==> src/design/nand_spi_pkg.sv <==
/*
  Constants, types and the opcode decoder of the serial NAND front end.
  Assumes one clock domain for all users; the SPI pins are synchronised
  by the front end itself.
*/
// Contract
// RL1 - Columns 000h-7FFh are main area in four parts, 800h-83Fh spare in four.
// RL2 - Single line: capture input on sclk rise, drive output on sclk fall.
// RL3 - Both clock modes 0 and 3 work; idle clock level is the master's choice.
// RL4 - Four-line commands use all four lines; quad enable bit must be set.
// RL5 - Four-line load/read: opcode and address single line, data four lines.
// RL6 - Pause freezes only serial traffic, never a running internal cycle.
// RL7 - Pause starts at pause fall if sclk low, else when sclk next goes low.
// RL8 - Pause ends at pause rise if sclk low, else when sclk next goes low.
// RL9 - While paused, outputs float, clock and input ignored, state kept.
// RL10 - Chip select rising while paused resets the interface logic.
// RL11 - All opcode, address and data bytes travel most significant bit first.
// RL12 - First rise after select is opcode bit one; full opcode comes first.
// RL13 - Array commands are ignored while an internal cycle is busy.
// RL14 - Erase, execute, page read take 3 address bytes; 04h/06h/FFh take none.
// RL15 - Feature read and write take one address byte and exactly one data byte.
// RL16 - Identification read needs address 00h and returns two bytes.
// RL17 - Buffer reads take two column bytes, one dummy, then 1 to 2112 bytes.
// RL18 - Quad enable bit low: guard and pause pins; high: extra data lines.
// RL19 - Status feature C0h bit 0 reads 1 while an internal cycle runs.
// RL20 - Chip select rise ends framing; unknown opcodes ignored until then.
// RL21 - Program loads take two column bytes then 1 to 2112 data bytes.
package nand_spi_pkg;
   localparam logic [7:0] OP_ERASE  = 8'hd8;
   localparam logic [7:0] OP_PEXEC  = 8'h10;
   localparam logic [7:0] OP_PREAD  = 8'h13;
   localparam logic [7:0] OP_WRDI   = 8'h04;
   localparam logic [7:0] OP_WREN   = 8'h06;
   localparam logic [7:0] OP_RESET  = 8'hff;
   localparam logic [7:0] OP_GETF   = 8'h0f;
   localparam logic [7:0] OP_SETF   = 8'h1f;
   localparam logic [7:0] OP_LOAD   = 8'h02;
   localparam logic [7:0] OP_LOAD4  = 8'h32;
   localparam logic [7:0] OP_LOADR  = 8'h84;
   localparam logic [7:0] OP_LOADR4 = 8'h34;
   localparam logic [7:0] OP_RD     = 8'h03;
   localparam logic [7:0] OP_RDF    = 8'h0b;
   localparam logic [7:0] OP_RD4    = 8'h6b;
   localparam logic [7:0] OP_ID     = 8'h9f;
   localparam logic [7:0] ID_ADDR     = 8'h00;
   localparam logic [7:0] FEAT_STATUS = 8'hc0;
   localparam int         BUSY_BIT    = 0;
   localparam logic [15:0] MAIN_LAST  = 16'h07ff;
   localparam logic [15:0] SPARE_LAST = 16'h083f;
   localparam int MAIN_PART_LSB  = 9;
   localparam int SPARE_PART_LSB = 4;
   localparam logic [11:0] LIM_PAGE = 12'h840;
   localparam logic [11:0] LIM_FEAT = 12'h001;
   localparam logic [11:0] LIM_ID   = 12'h002;
   localparam logic [11:0] LIM_NONE = 12'h000;
   localparam logic [1:0]  HDR_ZERO  = 2'h0;
   localparam logic [1:0]  HDR_ONE   = 2'h1;
   localparam logic [1:0]  HDR_TWO   = 2'h2;
   localparam logic [1:0]  HDR_THREE = 2'h3;
   localparam logic [2:0]  BYTE_LAST = 3'h7;
   localparam logic [2:0]  NIB_LAST  = 3'h4;
   localparam logic [2:0]  NIB_STEP  = 3'h4;
   localparam int          FIFO_W = 8;
   localparam int          FIFO_D = 8;

   typedef enum logic [2:0] {
      ST_OPCODE = 3'h0,
      ST_HDR    = 3'h1,
      ST_DIN    = 3'h3,
      ST_DOUT   = 3'h5,
      ST_IGNORE = 3'h6
   } phase_type;

   typedef enum logic [1:0] {
      DK_NONE = 2'h0,
      DK_IN   = 2'h1,
      DK_OUT  = 2'h2
   } dkind_type;

   typedef struct packed {
      logic        known;
      logic        array;
      logic        quad;
      logic [1:0]  hdr;
      dkind_type   kind;
      logic [11:0] limit;
   } decode_type;

   typedef struct packed {
      logic [7:0]  opcode;
      logic [23:0] addr;
   } cmd_type;

   typedef struct packed {
      logic [15:0] col;
      logic        valid;
      logic        spare;
      logic [1:0]  part;
   } column_type;

   function automatic decode_type decode(input logic [7:0] op);
      decode_type d;
      d = '{known: 1'b1, array: 1'b1, quad: 1'b0, hdr: HDR_ZERO,
            kind: DK_NONE, limit: LIM_NONE};
      case (op)
         OP_ERASE, OP_PEXEC, OP_PREAD: d.hdr = HDR_THREE; // RL14
         OP_WRDI, OP_WREN, OP_RESET: d.array = 1'b0; // RL14
         OP_GETF: begin // RL15
            d = '{1'b1, 1'b0, 1'b0, HDR_ONE, DK_OUT, LIM_FEAT};
         end
         OP_SETF: begin // RL15
            d = '{1'b1, 1'b0, 1'b0, HDR_ONE, DK_IN, LIM_FEAT};
         end
         OP_ID: begin // RL16
            d = '{1'b1, 1'b0, 1'b0, HDR_ONE, DK_OUT, LIM_ID};
         end
         OP_LOAD, OP_LOADR: begin // RL21
            d = '{1'b1, 1'b1, 1'b0, HDR_TWO, DK_IN, LIM_PAGE};
         end
         OP_LOAD4, OP_LOADR4: begin // RL5
            d = '{1'b1, 1'b1, 1'b1, HDR_TWO, DK_IN, LIM_PAGE};
         end
         OP_RD, OP_RDF: begin // RL17
            d = '{1'b1, 1'b1, 1'b0, HDR_THREE, DK_OUT, LIM_PAGE};
         end
         OP_RD4: begin // RL5
            d = '{1'b1, 1'b1, 1'b1, HDR_THREE, DK_OUT, LIM_PAGE};
         end
         default: d.known = 1'b0; // RL20
      endcase
      return d;
   endfunction
endpackage

==> src/design/serial_nand_spi_front_end.sv <==
/*
  Serial NAND SPI front end: pin synchroniser, command framing, pause
  handling, column decode, write-data FIFO and read-data serialiser.
  Assumes sclk is slow against clock_i (at least four cycles per half
  period) and that the core answers each read request within that time.
*/
`timescale 1ns/1ps
`default_nettype none

module byte_fifo #(
   parameter int W = 8,
   parameter int D = 8
) (
   input  wire logic         clock_i,
   input  wire logic         rst_i,
   input  wire logic         in_valid_i,
   input  wire logic [W-1:0] in_data_i,
   output logic              in_ready_o,
   output logic              out_valid_o,
   output logic [W-1:0]      out_data_o,
   input  wire logic         out_ready_i
);
   localparam int AW = $clog2(D);
   localparam logic [AW:0] FULL = D[AW:0];
   localparam logic [AW:0] EMPTY = '0;

   typedef struct packed {
      logic [D-1:0][W-1:0] mem;
      logic [AW-1:0]       wp;
      logic [AW-1:0]       rp;
      logic [AW:0]         cnt;
   } fifo_state_type;

   fifo_state_type q, n;
   logic push, pop;

   // Depth must be a power of two so pointers wrap on their own
   always_comb begin
      n = q;
      in_ready_o = q.cnt != FULL;
      out_valid_o = q.cnt != EMPTY;
      out_data_o = q.mem[q.rp];
      push = in_valid_i & in_ready_o;
      pop = out_valid_o & out_ready_i;
      if (push) begin
         n.mem[q.wp] = in_data_i;
         n.wp = q.wp + 1'b1;
      end
      if (pop) begin
         n.rp = q.rp + 1'b1;
      end
      n.cnt = q.cnt + {{AW{1'b0}}, push} - {{AW{1'b0}}, pop};
   end

   always_ff @(posedge clock_i or posedge rst_i) begin
      if (rst_i) begin
         q <= '0;
      end else begin
         q <= n;
      end
   end
endmodule

module serial_nand_spi_front_end
   import nand_spi_pkg::*;
(
   input  wire logic        clock_i,
   input  wire logic        rst_i,
   input  wire logic        sclk_i,
   input  wire logic        cs_n_i,
   input  wire logic [3:0]  quad_line_i,
   output logic [3:0]       quad_line_o,
   output logic [3:0]       quad_line_oe_o,
   input  wire logic        quad_enable_bit_i,
   input  wire logic        busy_i,
   output logic             busy_flag_o,
   output logic             write_guard_n_o,
   output logic             paused_o,
   output cmd_type          cmd_o,
   output logic             cmd_valid_o,
   output column_type       column_o,
   output logic             frame_end_o,
   output logic [7:0]       wr_data_o,
   output logic             wr_valid_o,
   input  wire logic        wr_ready_i,
   output logic             overrun_o,
   output logic             rd_req_o,
   input  wire logic [7:0]  rd_data_i,
   input  wire logic        rd_valid_i
);
   typedef struct packed {
      logic [5:0]  s1;
      logic [5:0]  s2;
      logic        sclk_d;
      logic        sel;
      logic        paused;
      phase_type   st;
      decode_type  dec;
      logic [2:0]  bitc;
      logic [1:0]  hleft;
      logic [7:0]  sh;
      logic [11:0] dcnt;
      logic [7:0]  obyte;
      logic [2:0]  ocnt;
      logic [7:0]  nbyte;
      logic        nvalid;
      logic [3:0]  out;
      logic [3:0]  oe;
      logic [3:0]  eo;
      logic [7:0]  hbyte;
      logic        hvalid;
      logic [7:0]  wd;
      logic        wv;
      logic        ovr;
      logic        rd_req;
      logic        busy;
      logic        wg_n;
      cmd_type     cmd;
      logic        cmd_valid;
      column_type  col;
      logic        fend;
   } fe_state_type;

   fe_state_type q, n;
   logic        f_in_ready;
   logic        f_out_valid;
   logic [7:0]  f_out_data;
   logic        f_out_ready;

   byte_fifo #(.W(FIFO_W), .D(FIFO_D)) u_wr_fifo (
      .clock_i     (clock_i),
      .rst_i       (rst_i),
      .in_valid_i  (q.hvalid),
      .in_data_i   (q.hbyte),
      .in_ready_o  (f_in_ready),
      .out_valid_o (f_out_valid),
      .out_data_o  (f_out_data),
      .out_ready_i (f_out_ready)
   );

   always_comb begin
      logic        sclk, csn, rise, fall, want, qd, lastb, ok;
      logic [3:0]  l;
      logic [7:0]  b;
      logic [23:0] a;
      logic [15:0] c;
      decode_type  d;
      sclk = 1'b0;
      csn = 1'b1;
      rise = 1'b0;
      fall = 1'b0;
      want = 1'b0;
      qd = 1'b0;
      lastb = 1'b0;
      ok = 1'b0;
      l = '0;
      b = '0;
      a = '0;
      c = '0;
      d = '0;
      n = q;
      n.s1 = {quad_line_i, cs_n_i, sclk_i};
      n.s2 = q.s1;
      sclk = q.s2[0];
      csn = q.s2[1];
      l = q.s2[5:2];
      n.sclk_d = sclk;
      n.sel = ~csn;
      n.fend = csn & q.sel;
      n.cmd_valid = 1'b0;
      n.rd_req = 1'b0;
      n.busy = busy_i; // RL6
      n.wg_n = quad_enable_bit_i | l[2]; // RL18
      want = ~quad_enable_bit_i & ~l[3]; // RL18
      qd = q.dec.quad;
      // Edges seen while paused are dropped so counts stay frozen
      rise = sclk & ~q.sclk_d & ~q.paused; // RL9
      fall = ~sclk & q.sclk_d & ~q.paused; // RL9
      // Pause follows the pin only while sclk is low
      if (csn) begin
         n.paused = 1'b0;
      end else if (~sclk) begin
         n.paused = want; // RL7 RL8
      end

      // Staged write byte leaves as soon as the FIFO takes it
      if (q.hvalid & f_in_ready) begin
         n.hvalid = 1'b0;
      end
      f_out_ready = ~q.wv | wr_ready_i;
      if (f_out_valid & f_out_ready) begin
         n.wd = f_out_data;
         n.wv = 1'b1;
      end else if (wr_ready_i) begin
         n.wv = 1'b0;
      end

      if (q.st == ST_DOUT & rd_valid_i & ~q.nvalid) begin
         n.nbyte = rd_data_i;
         if (q.cmd.opcode == OP_GETF & q.cmd.addr[7:0] == FEAT_STATUS) begin
            n.nbyte[BUSY_BIT] = busy_i; // RL19
         end
         n.nvalid = 1'b1;
      end

      if (csn) begin
         n.st = ST_OPCODE; // RL10 RL20
         n.bitc = '0;
         n.oe = '0;
         n.ocnt = '0;
         n.dcnt = '0;
         n.nvalid = 1'b0;
      end else if (rise) begin // RL2 RL3
         case (q.st)
            ST_OPCODE: begin
               b = {q.sh[6:0], l[0]}; // RL11 RL12
               n.sh = b;
               n.bitc = q.bitc + 1'b1;
               if (q.bitc == BYTE_LAST) begin
                  d = decode(b);
                  n.dec = d;
                  n.cmd.opcode = b;
                  n.cmd.addr = '0;
                  ok = d.known & ~(d.array & busy_i) // RL13
                     & ~(d.quad & ~quad_enable_bit_i); // RL4
                  if (~ok) begin
                     n.st = ST_IGNORE; // RL20
                  end else if (d.hdr == HDR_ZERO) begin
                     n.cmd_valid = 1'b1; // RL14
                     n.st = ST_IGNORE;
                  end else begin
                     n.hleft = d.hdr;
                     n.st = ST_HDR;
                  end
               end
            end
            ST_HDR: begin
               a = {q.cmd.addr[22:0], l[0]}; // RL5 RL11
               n.cmd.addr = a;
               n.bitc = q.bitc + 1'b1;
               if (q.bitc == BYTE_LAST) begin
                  n.hleft = q.hleft - 1'b1;
                  if (q.hleft == HDR_ONE) begin
                     c = (q.dec.kind == DK_OUT & q.dec.hdr == HDR_THREE)
                        ? a[23:8] : a[15:0];
                     n.col.col = c; // RL1
                     n.col.valid = c <= SPARE_LAST;
                     n.col.spare = c > MAIN_LAST;
                     n.col.part = (c > MAIN_LAST) ? c[SPARE_PART_LSB +: 2]
                        : c[MAIN_PART_LSB +: 2];
                     n.dcnt = '0;
                     if (q.cmd.opcode == OP_ID & a[7:0] != ID_ADDR) begin
                        n.st = ST_IGNORE; // RL16
                     end else begin
                        n.cmd_valid = 1'b1;
                        case (q.dec.kind)
                           DK_IN: n.st = ST_DIN;
                           DK_OUT: begin
                              n.st = ST_DOUT;
                              n.rd_req = 1'b1;
                              n.nvalid = 1'b0;
                           end
                           default: n.st = ST_IGNORE;
                        endcase
                     end
                  end
               end
            end
            ST_DIN: begin
               if (qd) begin
                  b = {q.sh[3:0], l}; // RL4 RL5
                  n.bitc = q.bitc + NIB_STEP;
                  lastb = q.bitc == NIB_LAST;
               end else begin
                  b = {q.sh[6:0], l[0]}; // RL11
                  n.bitc = q.bitc + 1'b1;
                  lastb = q.bitc == BYTE_LAST;
               end
               n.sh = b;
               if (lastb & q.dcnt < q.dec.limit) begin // RL15 RL21
                  n.dcnt = q.dcnt + 1'b1;
                  n.hbyte = b;
                  n.hvalid = 1'b1;
                  // A byte still waiting for FIFO room is overwritten
                  if (q.hvalid & ~f_in_ready) begin
                     n.ovr = 1'b1;
                  end
               end
            end
            default: begin
            end
         endcase
      end else if (fall & q.st == ST_DOUT) begin // RL2
         if (q.ocnt == '0) begin
            if (q.dcnt < q.dec.limit & q.nvalid) begin // RL15 RL16 RL17
               b = q.nbyte;
               n.nvalid = 1'b0;
               n.dcnt = q.dcnt + 1'b1;
               n.rd_req = q.dcnt + 1'b1 < q.dec.limit;
               if (qd) begin
                  n.out = b[7:4]; // RL4 RL5
                  n.oe = 4'hf;
                  n.obyte = {b[3:0], 4'h0};
                  n.ocnt = 3'h1;
               end else begin
                  n.out = {2'h0, b[7], 1'b0}; // RL11
                  n.oe = 4'h2;
                  n.obyte = {b[6:0], 1'b0};
                  n.ocnt = BYTE_LAST;
               end
            end else begin
               // Past the limit or starved: let the lines float
               n.oe = '0;
            end
         end else begin
            n.ocnt = q.ocnt - 1'b1;
            if (qd) begin
               n.out = q.obyte[7:4];
               n.obyte = {q.obyte[3:0], 4'h0};
            end else begin
               n.out = {2'h0, q.obyte[7], 1'b0};
               n.obyte = {q.obyte[6:0], 1'b0};
            end
         end
      end
      n.eo = n.paused ? 4'h0 : n.oe; // RL9
   end

   always_ff @(posedge clock_i or posedge rst_i) begin
      if (rst_i) begin
         q <= '0;
         q.s1 <= '1;
         q.s2 <= '1;
      end else begin
         q <= n;
      end
   end

   assign quad_line_o = q.out;
   assign quad_line_oe_o = q.eo;
   assign busy_flag_o = q.busy;
   assign write_guard_n_o = q.wg_n;
   assign paused_o = q.paused;
   assign cmd_o = q.cmd;
   assign cmd_valid_o = q.cmd_valid;
   assign column_o = q.col;
   assign frame_end_o = q.fend;
   assign wr_data_o = q.wd;
   assign wr_valid_o = q.wv;
   assign overrun_o = q.ovr;
   assign rd_req_o = q.rd_req;
endmodule

`default_nettype wire

==> config.mk <==
export PLATFORM = sky130hd
export DESIGN_NAME = serial_nand_spi_front_end
export DESIGN_NICKNAME = d
export VERILOG_FILES = /design/src/design/nand_spi_pkg.sv /design/src/design/serial_nand_spi_front_end.sv
export SDC_FILE = /design/constraint.sdc
export NUM_CORES = 1
export LEC_CHECK = 0
export BUFFER_PORTS_ARGS = -buffer_cell sky130_fd_sc_hd__buf_2
export CORE_ASPECT_RATIO = 0.5
export CORE_MARGIN = 3
export CORE_UTILIZATION = 48
export DETAILED_ROUTE_END_ITERATION = 8
export PLACE_DENSITY = 0.66
export SYNTH_ARGS = -nofsm -noshare
export SYNTH_HDL_FRONTEND = slang
export SYNTH_HIERARCHICAL = 1
export SYNTH_SLANG_ARGS = --single-unit
==> constraint.sdc <==
create_clock -name clock_i -period 5.1 [get_ports clock_i]
set_input_delay 0.255 -clock clock_i [delete_from_list [all_inputs] [get_ports clock_i]]
set_output_delay 0.255 -clock clock_i [all_outputs]
set_load 0.02 [all_outputs]
==> reports/metrics.cfg, run 1 <==
[yosys]
yosys-mux-area-fraction_pct = 16.75
synth-xor-area-share_pct = 0.9866
synth.yosys.seq_area_share_pct = 50.22
synth-seq-cells = 231
synthAdderAreaFrac_pct = 2.775
synth.distinct_cells = 76
synth_fp_nets = 1051
synth_warnings = 6
synth_edf_count = 0
synth_compound_area_share_pct = 10.71
synth_area_per_cell_um2 = 11.47
synthCells = 1006
syn_area_um2 = 11540
synth_top_family_by_area = multiplexers
async_flop_share_pct = 100.0
synth_ff_type = dfrtp_1
synthSimpleGateAreaFrac_pct = 11.29

[route]
drt-pass1-iter-count = 5
wl_per_cell_um = 18.03
dr_total_vias = 7466
drc_errors = 0
vias_per_cell = 5.522
routed_wirelength_mm = 24.38
drt.antenna.violating_nets = 0
drtIter0Drc = 448

[cts]
cts_htree_levels = 1
clock_sinks = 231
cts_resized = 0
cts_buffer_depth = 3
cts_buffers = 23
cts_tree = built
clk_latency_ns = 0.52
cts-root-buf = clkbuf_16
clk_transition_reported_paths_ns = 0.06

[global_routing]
grt_usage_pct = 19.30
grt_pass1_vias = 7459
gr-total-overflow = 0
grt_antenna_before_repair = 0
grt_pass1_wl_mm = 40.71
grt_max_degree = 110

[sta]
max-slew-margin-rel_pct = 24.61
rsz0062_at_grt = false
hold_violations = 0
period_needed_ns = 2.879
post-route-period-util_pct = 56.46
skew_ns = 0.01579
finalSetupViolations = 0
tightest_slew_ns = 1.131
setup_tns_ns = 0
timing.final.ws_setup_ns = 2.221
slew_violations = 0
max_freq_mhz = 347.3

[power]
p_seq_share_pct = 50.2
irDropWorstVdd_v = 0.0001619
p_comb_share_pct = 9.0
internal_power_w = 0.003056
p_per_area_nw_per_um2 = 325.5
switching_power_w = 0.001053
pwr-share-clk_pct = 40.8
p_leak_nw = 6.217
sw_frac_of_total_pct = 25.62

[placed_design]
port-buffer-count = 95
pre_cts_slack_ns = 2.243
hpwl_mm = 16.62
gp_congestion = 0.8552

[setup_path]
cp_max_fo = 16
cp-start-kind = flop
crit_path_end_kind = flop
crit_required_ns = 5.52
critical_path_arrival_ns = 3.30
crit_type = reg -> reg

[min_path]
hp-class = in -> reg

[finish]
layout-drive-gt1-share_pct = 28.42
fin_nets = 1074
n_antenna_cell = 0
nFillCells = 1956
final_common_cell = dfrtp_1
mostFrequentLayoutCells = 219 x dfrtp_1, 95 x nand2_1, 95 x buf_2, 92 x mux2_2, 56 x nor2_1
area_delta_synth_final_pct = 9.388

[floorplan]
die_h_um = 115.6
core-area_um2 = 23230
num_rows = 39
io_pins = 96
dieArea_um2 = 26050
initial_core_util_pct = 49.69
die_width_um = 225.3

[job]
drv_cap = 0

[status]
status = finished clean

[worst paths after layout]
path	from	to	slack [ns]	depth (start not counted)
worst max register to register	q[97]$_DFFE_PP0P_	q[116]$_DFFE_PP0P_	2.22	8
min in group asynchronous	rst_i	wr_data_o[5]$_DFFE_PP0P_	0.49	3
worst max-delay path	q[97]$_DFFE_PP0P_	q[116]$_DFFE_PP0P_	2.22	8
max in group asynchronous	rst_i	quad_line_oe_o[0]$_DFF_PP0_	3.31	4
worst min register to register	n[161]$_DFF_PP1_	q[161]$_DFF_PP1_	0.34	0
worst min-delay path	wr_ready_i	wr_valid_o$_DFFE_PP0P_	0.07	3
[repair_timing]
item                      4_1_cts  5_1_grt
setup buffers                   0        0
hold endpoints to repair       23        0
hold buffers                   15        0
[per-stage QoR]
stage	area, um^2	util (%)	hold slack [ns]	std cells	total power, W
after CTS	12620	54.35	0.04604	1352	0.004165
after global placement	11730	50.50	0.3460	1296	0.002448
after floorplan	11540	-	0.2595	1006	0.002369
final	12620	54.35	0.07474	1352	0.004109
after detailed placement	11730	50.50	0.3470	1296	0.002464
after global routing	12620	54.35	0.06240	1352	0.004295
[worst max-delay path: stages (launching register included)]
cell and delay (ns):
dfrtp_1 0.39, inv_1 0.09, ha_1 0.19, nor2b_1 0.81, nand2_1 0.42, nor2_8 0.27
a211oi_4 0.12, nand2b_4 0.24, o31ai_1 0.25
[cells in the mapped netlist, types with 9 or more instances]
library cell,n,area (um^2)
mux2i_1,36,360.4
a22o_1,27,236.5
inv_1,27,101.4
o21ai_1,33,165.2
nand2b_1,10,62.56
mux4_2,16,360.4
o31ai_1,10,75.07
nand3_1,18,90.09
mux2_2,92,1036
dfstp_2,12,315.3
nand2_1,95,356.6
a21oi_1,30,150.1
ha_1,24,300.3
clkbuf_1,39,146.4
dfrtp_1,219,5480
nor2_1,56,210.2
o21ai_0,28,140.1
buf_4,69,518.0
nor3_1,9,45.04
[power by group through the flow]
| stage | logic, W | registers (W) | clock network (W) |
|---|---|---|---|
| 2_1_floorplan | 0.000406 | 0.00196 | 0 |
| 3_3_place_gp | 0.000349 | 0.00210 | 0 |
| 3_5_place_dp | 0.000362 | 0.00210 | 0 |
| 4_1_cts | 0.000374 | 0.00207 | 0.00172 |
| 5_1_grt | 0.000414 | 0.00209 | 0.00179 |
| 6_report | 0.000369 | 0.00206 | 0.00168 |
[routing by layer]
| layer | vias to the layer above | wire, um | GRT usage, % |
|---|---|---|---|
| li1 | 3552 | - | - |
| met1 | 3745 | 11830 | 27.89 |
| met2 | 140 | 11170 | 31.23 |
| met3 | 29 | 1056 | 3.518 |
| met4 | 0 | 327 | 3.423 |
| met5 | - | 0 | 0 |
[sequential cells by signal, summed over array words and instances, names as in the netlist, 4 cells and up]
name,cells
cmd_o,32
column_o,20
n,7
q,74
quad_line_o,4
quad_line_oe_o,4
u_wr_fifo/q,74
wr_data_o,8
[final cells by class]
type	instances	area, um^2	share of cell area [%]
Sequential cell	231	5796	45.91
Multi-Input combinational cell	628	4912	38.91
Clock buffer	33	673.1	5.332
Tap cell	307	384.1	3.043
Inverter	28	110.1	0.8722
Clock inverter	8	71.32	0.5649
Timing Repair Buffer	117	678.2	5.372
[cells by family after synthesis]
kind of cell | Yosys count
simple gates | 257
mux | 157
compound gates | 176
fa+ha+maj | 25
buf+inv | 147
xor+xnor | 13
flops | 231
Power figures use the tool's default switching activity.
==> run 2, diff against run 1 <==
==> constraint.sdc (replaced) <==
create_clock -name clock_i -period 2.9 [get_ports clock_i]
set_input_delay 0.145 -clock clock_i [delete_from_list [all_inputs] [get_ports clock_i]]
set_output_delay 0.145 -clock clock_i [all_outputs]
set_load 0.02 [all_outputs]
==> reports/metrics.cfg, run 2 (same netlist as run 1, synthesis figures left out) <==
[status]
status = finished clean

[global_routing]
grt_pass1_wl_mm = 41.86  ; +2.8%
grt_pass1_vias = 7792  ; +4.5%
grt_antenna_before_repair = 0  ; unchanged
grt_max_degree = 91  ; -17%
gr-total-overflow = 0  ; unchanged
grt_usage_pct = 19.92  ; +0.62 points

[route]
wl_per_cell_um = 18.63  ; +3.3%
drtIter0Drc = 496  ; +11%
vias_per_cell = 5.610  ; +1.6%
drt.antenna.violating_nets = 0  ; unchanged
drt-pass1-iter-count = 4  ; -1
dr_total_vias = 7669  ; +2.7%
drc_errors = 0  ; unchanged
routed_wirelength_mm = 25.46  ; +4.4%

[setup_path]
crit_path_end_kind = flop
r2r_cells = 7  ; -1
startpoint = q[124]$_DFFE_PP0P_
cp-start-kind = flop
critical_path_arrival_ns = 2.98  ; -0.32 ns
crit_end = q[154]$_DFFE_PP0P_
rr_startpoint = q[124]$_DFFE_PP0P_
crit_required_ns = 3.29  ; -2.23 ns
worstReg2RegEnd = q[154]$_DFFE_PP0P_
crit_type = reg -> reg
cp_max_fo = 12  ; -4
r2r_slack_ns = 0.31  ; -1.91 ns

[cts]
cts_resized = 0  ; unchanged
post_cts_buffers = 0  ; unchanged
cts_tree = built
clk_transition_reported_paths_ns = 0.07  ; about the same
cts_buffer_depth = 3  ; unchanged
clk_latency_ns = 0.52  ; about the same
clock_sinks = 231  ; unchanged
hold_buffers = 18  ; +3
cts_htree_levels = 1  ; unchanged
cts_buffers = 21  ; -8.7%
cts-root-buf = clkbuf_16

[floorplan]
num_rows = 39  ; unchanged
die_h_um = 115.6  ; unchanged
dieArea_um2 = 26050  ; unchanged
die_width_um = 225.3  ; unchanged
io_pins = 96  ; unchanged
initial_core_util_pct = 49.69  ; unchanged
core-area_um2 = 23230  ; unchanged

[finish]
seq_area_um2 = 5796  ; unchanged
final_common_cell = dfrtp_1
multiInputGateArea_um2 = 4912  ; unchanged
layout-drive-gt1-share_pct = 29.15  ; +0.73 points
design_area_um2 = 12820  ; +1.6%
nFillCells = 1950  ; -0.31%
mostFrequentLayoutCells = 219 x dfrtp_1, 95 x nand2_1, 95 x buf_2, 92 x mux2_2, 56 x nor2_1
postLayoutCoreUtil_pct = 55.21  ; +0.86 points
fin_nets = 1090  ; +1.5%
final_cells = 1367  ; +1.1%
n_antenna_cell = 0  ; unchanged
area_delta_synth_final_pct = 11.12

[sta]
rsz0062_at_grt = false
slew_violations = 0  ; unchanged
post-route-period-util_pct = 89.27  ; +33 points
max_freq_mhz = 386.3  ; +11%
period_needed_ns = 2.589  ; -0.2906 ns
tightest_slew_ns = 0.9340  ; -0.1969 ns
skew_ns = 0.01597  ; +0.0001770 ns
setup_tns_ns = 0  ; unchanged
max-slew-margin-rel_pct = 37.73  ; +13 points
finalSetupViolations = 0  ; unchanged
hold_violations = 0  ; unchanged
holdWs_ns = 0.1610  ; +0.08622 ns

[min_path]
hp-class = in -> reg

[power]
p_per_area_nw_per_um2 = 579.8  ; +78%
irDropWorstVdd_v = 0.0002988  ; +84%
p_leak_nw = 6.318  ; +1.6%

[placed_design]
port-buffer-count = 95  ; unchanged
postPlaceCellArea_um2 = 11880  ; +1.3%
hpwl_mm = 17.35  ; +4.4%
gp_congestion = 0.8576  ; +0.28%
dp.cells = 1311  ; +1.2%

[job]
drv_cap = 0  ; unchanged

-- run 2: cell types whose count changed in the layout (fill, tap and decap cells not counted), sizes merged --
cell | previous run | this run
clkbuf | 33 | 31
buf | 102 | 117
clkinv | 5 | 2
bufinv | 1 | 4
dlygate4sd3 | 15 | 18
inv | 29 | 28
-- run 2: per-layer routing --
metal / vias to the layer above / routed length [um] / GRT usage (%)
met5: - / 0 / 0
met4: 0 / 359 / 3.677
met3: 35 / 910 / 3.214
met2: 128 / 12150 / 33.41
met1: 3915 / 12040 / 28.01
li1: 3591 / - / -
-- run 2: per-stage QoR --
| stage | setup WS (ns) | total power, W |
|---|---|---|
| 2_1_floorplan | 0.5276 | 0.004168 |
| 3_3_place_gp | 0.3766 | 0.004366 |
| 3_5_place_dp | 0.3305 | 0.004386 |
| 4_1_cts | 0.3040 | 0.007512 |
| 5_1_grt | 0.1223 | 0.007761 |
| 6_report | 0.3113 | 0.007435 |
-- run 2: final cells by class --
cell class / count / share of cell area, %
inverter: 28 / 0.8488
timing repair buffer: 135 / 6.693
sequential: 231 / 45.19
clock inverter: 7 / 1.112
tap: 307 / 2.995
multi-input combinational: 628 / 38.30
clock buffer: 31 / 4.859
-- run 2: worst max-delay path, stage by stage, from the launching register on --
cell and delay [ns]:
dfrtp_1 0.50, xor2_1 0.19, or4b_1 0.50, a2111o_1 0.52
a21o_1 0.20, a211o_1 0.33, a31oi_1 0.17, nor2_1 0.06
-- run 2: worst min-delay path by stage --
stage	startpoint	endpoint	cells after the start
2_1_floorplan	sclk_i	n[158]$_DFF_PP1_	0
3_3_place_gp	rst_i	wr_valid_o$_DFFE_PP0P_	2
3_5_place_dp	rst_i	wr_valid_o$_DFFE_PP0P_	2
4_1_cts	rd_valid_i	q[88]$_DFF_PP0_	4
5_1_grt	rd_valid_i	q[88]$_DFF_PP0_	4
6_report	rd_valid_i	q[88]$_DFF_PP0_	4
-- run 2: power by group --
group	internal (W)	total, W	leakage (nW)	switching (W)
Sequential	0.00333	0.00349	3.13	0.000162
Clock	0.00185	0.00310	0.376	0.00125
Combinational	0.000385	0.000848	2.81	0.000462
==> run 3, diff against run 2 <==
--- a/config.mk
+++ b/config.mk
@@ -11,6 +11,7 @@
 export CORE_UTILIZATION = 48
 export DETAILED_ROUTE_END_ITERATION = 8
 export PLACE_DENSITY = 0.66
+export REMOVE_ABC_BUFFERS = 1
 export SYNTH_ARGS = -nofsm -noshare
 export SYNTH_HDL_FRONTEND = slang
 export SYNTH_HIERARCHICAL = 1
==> reports/metrics.cfg, run 3 (same netlist as run 1, synthesis figures left out) <==
[floorplan]
dieArea_um2 = 26050  ; unchanged
core-area_um2 = 23230  ; unchanged
die_width_um = 225.3  ; unchanged
io_pins = 96  ; unchanged
initial_core_util_pct = 49.69  ; unchanged
num_rows = 39  ; unchanged
die_h_um = 115.6  ; unchanged

[sta]
hold_violations = 0  ; unchanged
tightest_slew_ns = 0.9657  ; +0.03169 ns
period_needed_ns = 2.617  ; +0.02778 ns
post-route-period-util_pct = 90.23  ; +0.96 points
max_freq_mhz = 382.2  ; -1.1%
skew_ns = 0.01142  ; -0.004549 ns
holdWs_ns = 0.04655  ; -0.1144 ns
slew_violations = 0  ; unchanged
max-slew-margin-rel_pct = 35.61  ; -2.1 points
finalSetupViolations = 0  ; unchanged
rsz0062_at_grt = false
timing.final.ws_setup_ns = 0.2835  ; -0.02778 ns

[finish]
n_antenna_cell = 0  ; unchanged
fin_nets = 1093  ; +0.28%
area_delta_synth_final_pct = 10.87
design_area_um2 = 12800  ; -0.22%
nFillCells = 1978  ; +1.4%
final_common_cell = dfrtp_1
layout-drive-gt1-share_pct = 29.63  ; +0.48 points
mostFrequentLayoutCells = 219 x dfrtp_1, 95 x nand2_1, 95 x buf_2, 92 x mux2_2, 56 x nor2_1

[route]
wl_per_cell_um = 17.45  ; -6.3%
drc_errors = 0  ; unchanged
routed_wirelength_mm = 23.91  ; -6.1%
dr_total_vias = 7557  ; -1.5%
drt-pass1-iter-count = 6  ; +2
vias_per_cell = 5.516  ; -1.7%
drtIter0Drc = 576  ; +16%
drt.antenna.violating_nets = 0  ; unchanged

[setup_path]
cp-start-kind = flop
path_cells = xor2_1 > or4b_1 > a2111o_1 > a21o_1 > a211o_1 > a311oi_2
crit_slowest_cell = a2111o_1
crit_type = reg -> reg
cp_max_fo = 12  ; unchanged
critical_path_arrival_ns = 3.03  ; +0.05 ns
rr_startpoint = q[124]$_DFFE_PP0P_
max_stage_delay_ns = 0.52  ; about the same
startpoint = q[124]$_DFFE_PP0P_
critPathBufInv = 0  ; unchanged
crit_path_end_kind = flop
crit_required_ns = 3.31  ; +0.02 ns
crit_family = compound AO/OA/AOI/OAI gates

[status]
status = finished clean

[global_routing]
grt_pass1_wl_mm = 39.89  ; -4.7%
grt_pass1_vias = 7542  ; -3.2%
grt_antenna_before_repair = 0  ; unchanged
grt_usage_pct = 18.89  ; -1.0 points
gr-total-overflow = 0  ; unchanged
grt_max_degree = 75  ; -18%

[job]
drv_cap = 0  ; unchanged

[min_path]
hp-class = in -> reg
hp-start = rd_data_i[0]

[cts]
cts-root-buf = clkbuf_16
clk_latency_ns = 0.52  ; about the same
cts_tree = built
cts_buffer_depth = 3  ; unchanged
cts_htree_levels = 1  ; unchanged
cts_resized = 0  ; unchanged
cts_buffers = 22  ; +4.8%
clock_sinks = 231  ; unchanged
clk_transition_reported_paths_ns = 0.06  ; about the same

[placed_design]
hpwl_mm = 16.17  ; -6.8%
postPlaceCellArea_um2 = 11890  ; +0.13%
gp_congestion = 0.8266  ; -3.6%
port-buffer-count = 95  ; unchanged
pre_cts_slack_ns = 0.3243  ; -0.006223 ns

[power]
irDropWorstVdd_v = 0.0003191  ; +6.8%
p_leak_nw = 6.317  ; about the same
p_per_area_nw_per_um2 = 568.8  ; -1.9%

## run 3: area by class of cell
class                      count  area (um^2)  share of cell area (%)
clock buffer                  29        616.8                   4.821
sequential                   231         5796                   45.29
inverter                      28        110.1                  0.8605
clock inverter                10        115.1                  0.8996
multi-input combinational    628         4916                   38.42
tap                          307        384.1                   3.002
timing repair buffer         137        858.3                   6.708
## run 3: power by group
group	switching [W]	leakage [nW]	internal, W	total, W
combinational	0.000459	2.82	0.000399	0.000859
clock	0.00123	0.366	0.00168	0.00292
sequential	0.000173	3.13	0.00333	0.00350
## run 3: per-stage QoR
step / utilization, % / power, W / std cells / TNS [ns]
after detailed placement: 51.21 / 0.004425 / 1314 / 0
after floorplan: - / 0.004107 / 887 / -215.47
after global placement: 51.21 / 0.004387 / 1314 / 0
after global routing: 55.09 / 0.007639 / 1370 / 0
after CTS: 55.09 / 0.007390 / 1370 / 0
final: 55.09 / 0.007278 / 1370 / 0
## run 3: worst paths after layout
check,to,slack (ns),depth (start not counted)
max in group asynchronous,cmd_o[3]$_DFFE_PP0P_,1.77,4
worst max-delay path,q[152]$_DFFE_PP0P_,0.28,6
worst max register to register,q[152]$_DFFE_PP0P_,0.28,6
worst min register to register,q[163]$_DFF_PP1_,0.35,0
min in group asynchronous,u_wr_fifo/q[50]$_DFFE_PP0P_,0.27,4
worst min-delay path,q[89]$_DFFE_PP0P_,0.05,3
## run 3: timing repair
| action | CTS | global route |
|---|---|---|
| hold buffers | 17 | 0 |
| endpoints found under the hold margin | 141 | 0 |
| buffers inserted | 0 | 0 |
## run 3: worst reg2reg max path, stage by stage, from the launching register on
cell and delay [ns]:
dfrtp_1 0.51, xor2_1 0.19, or4b_1 0.51, a2111o_1 0.52, a21o_1 0.19, a211o_1 0.34, a311oi_2 0.25
## run 3: per-layer routing
| metal | track usage [%] | wire [um] |
|---|---|---|
| met1 | 26.31 | 11400 |
| met2 | 31.58 | 11220 |
| met5 | 0 | 0 |
| met4 | 3.508 | 383 |
| met3 | 3.594 | 903 |
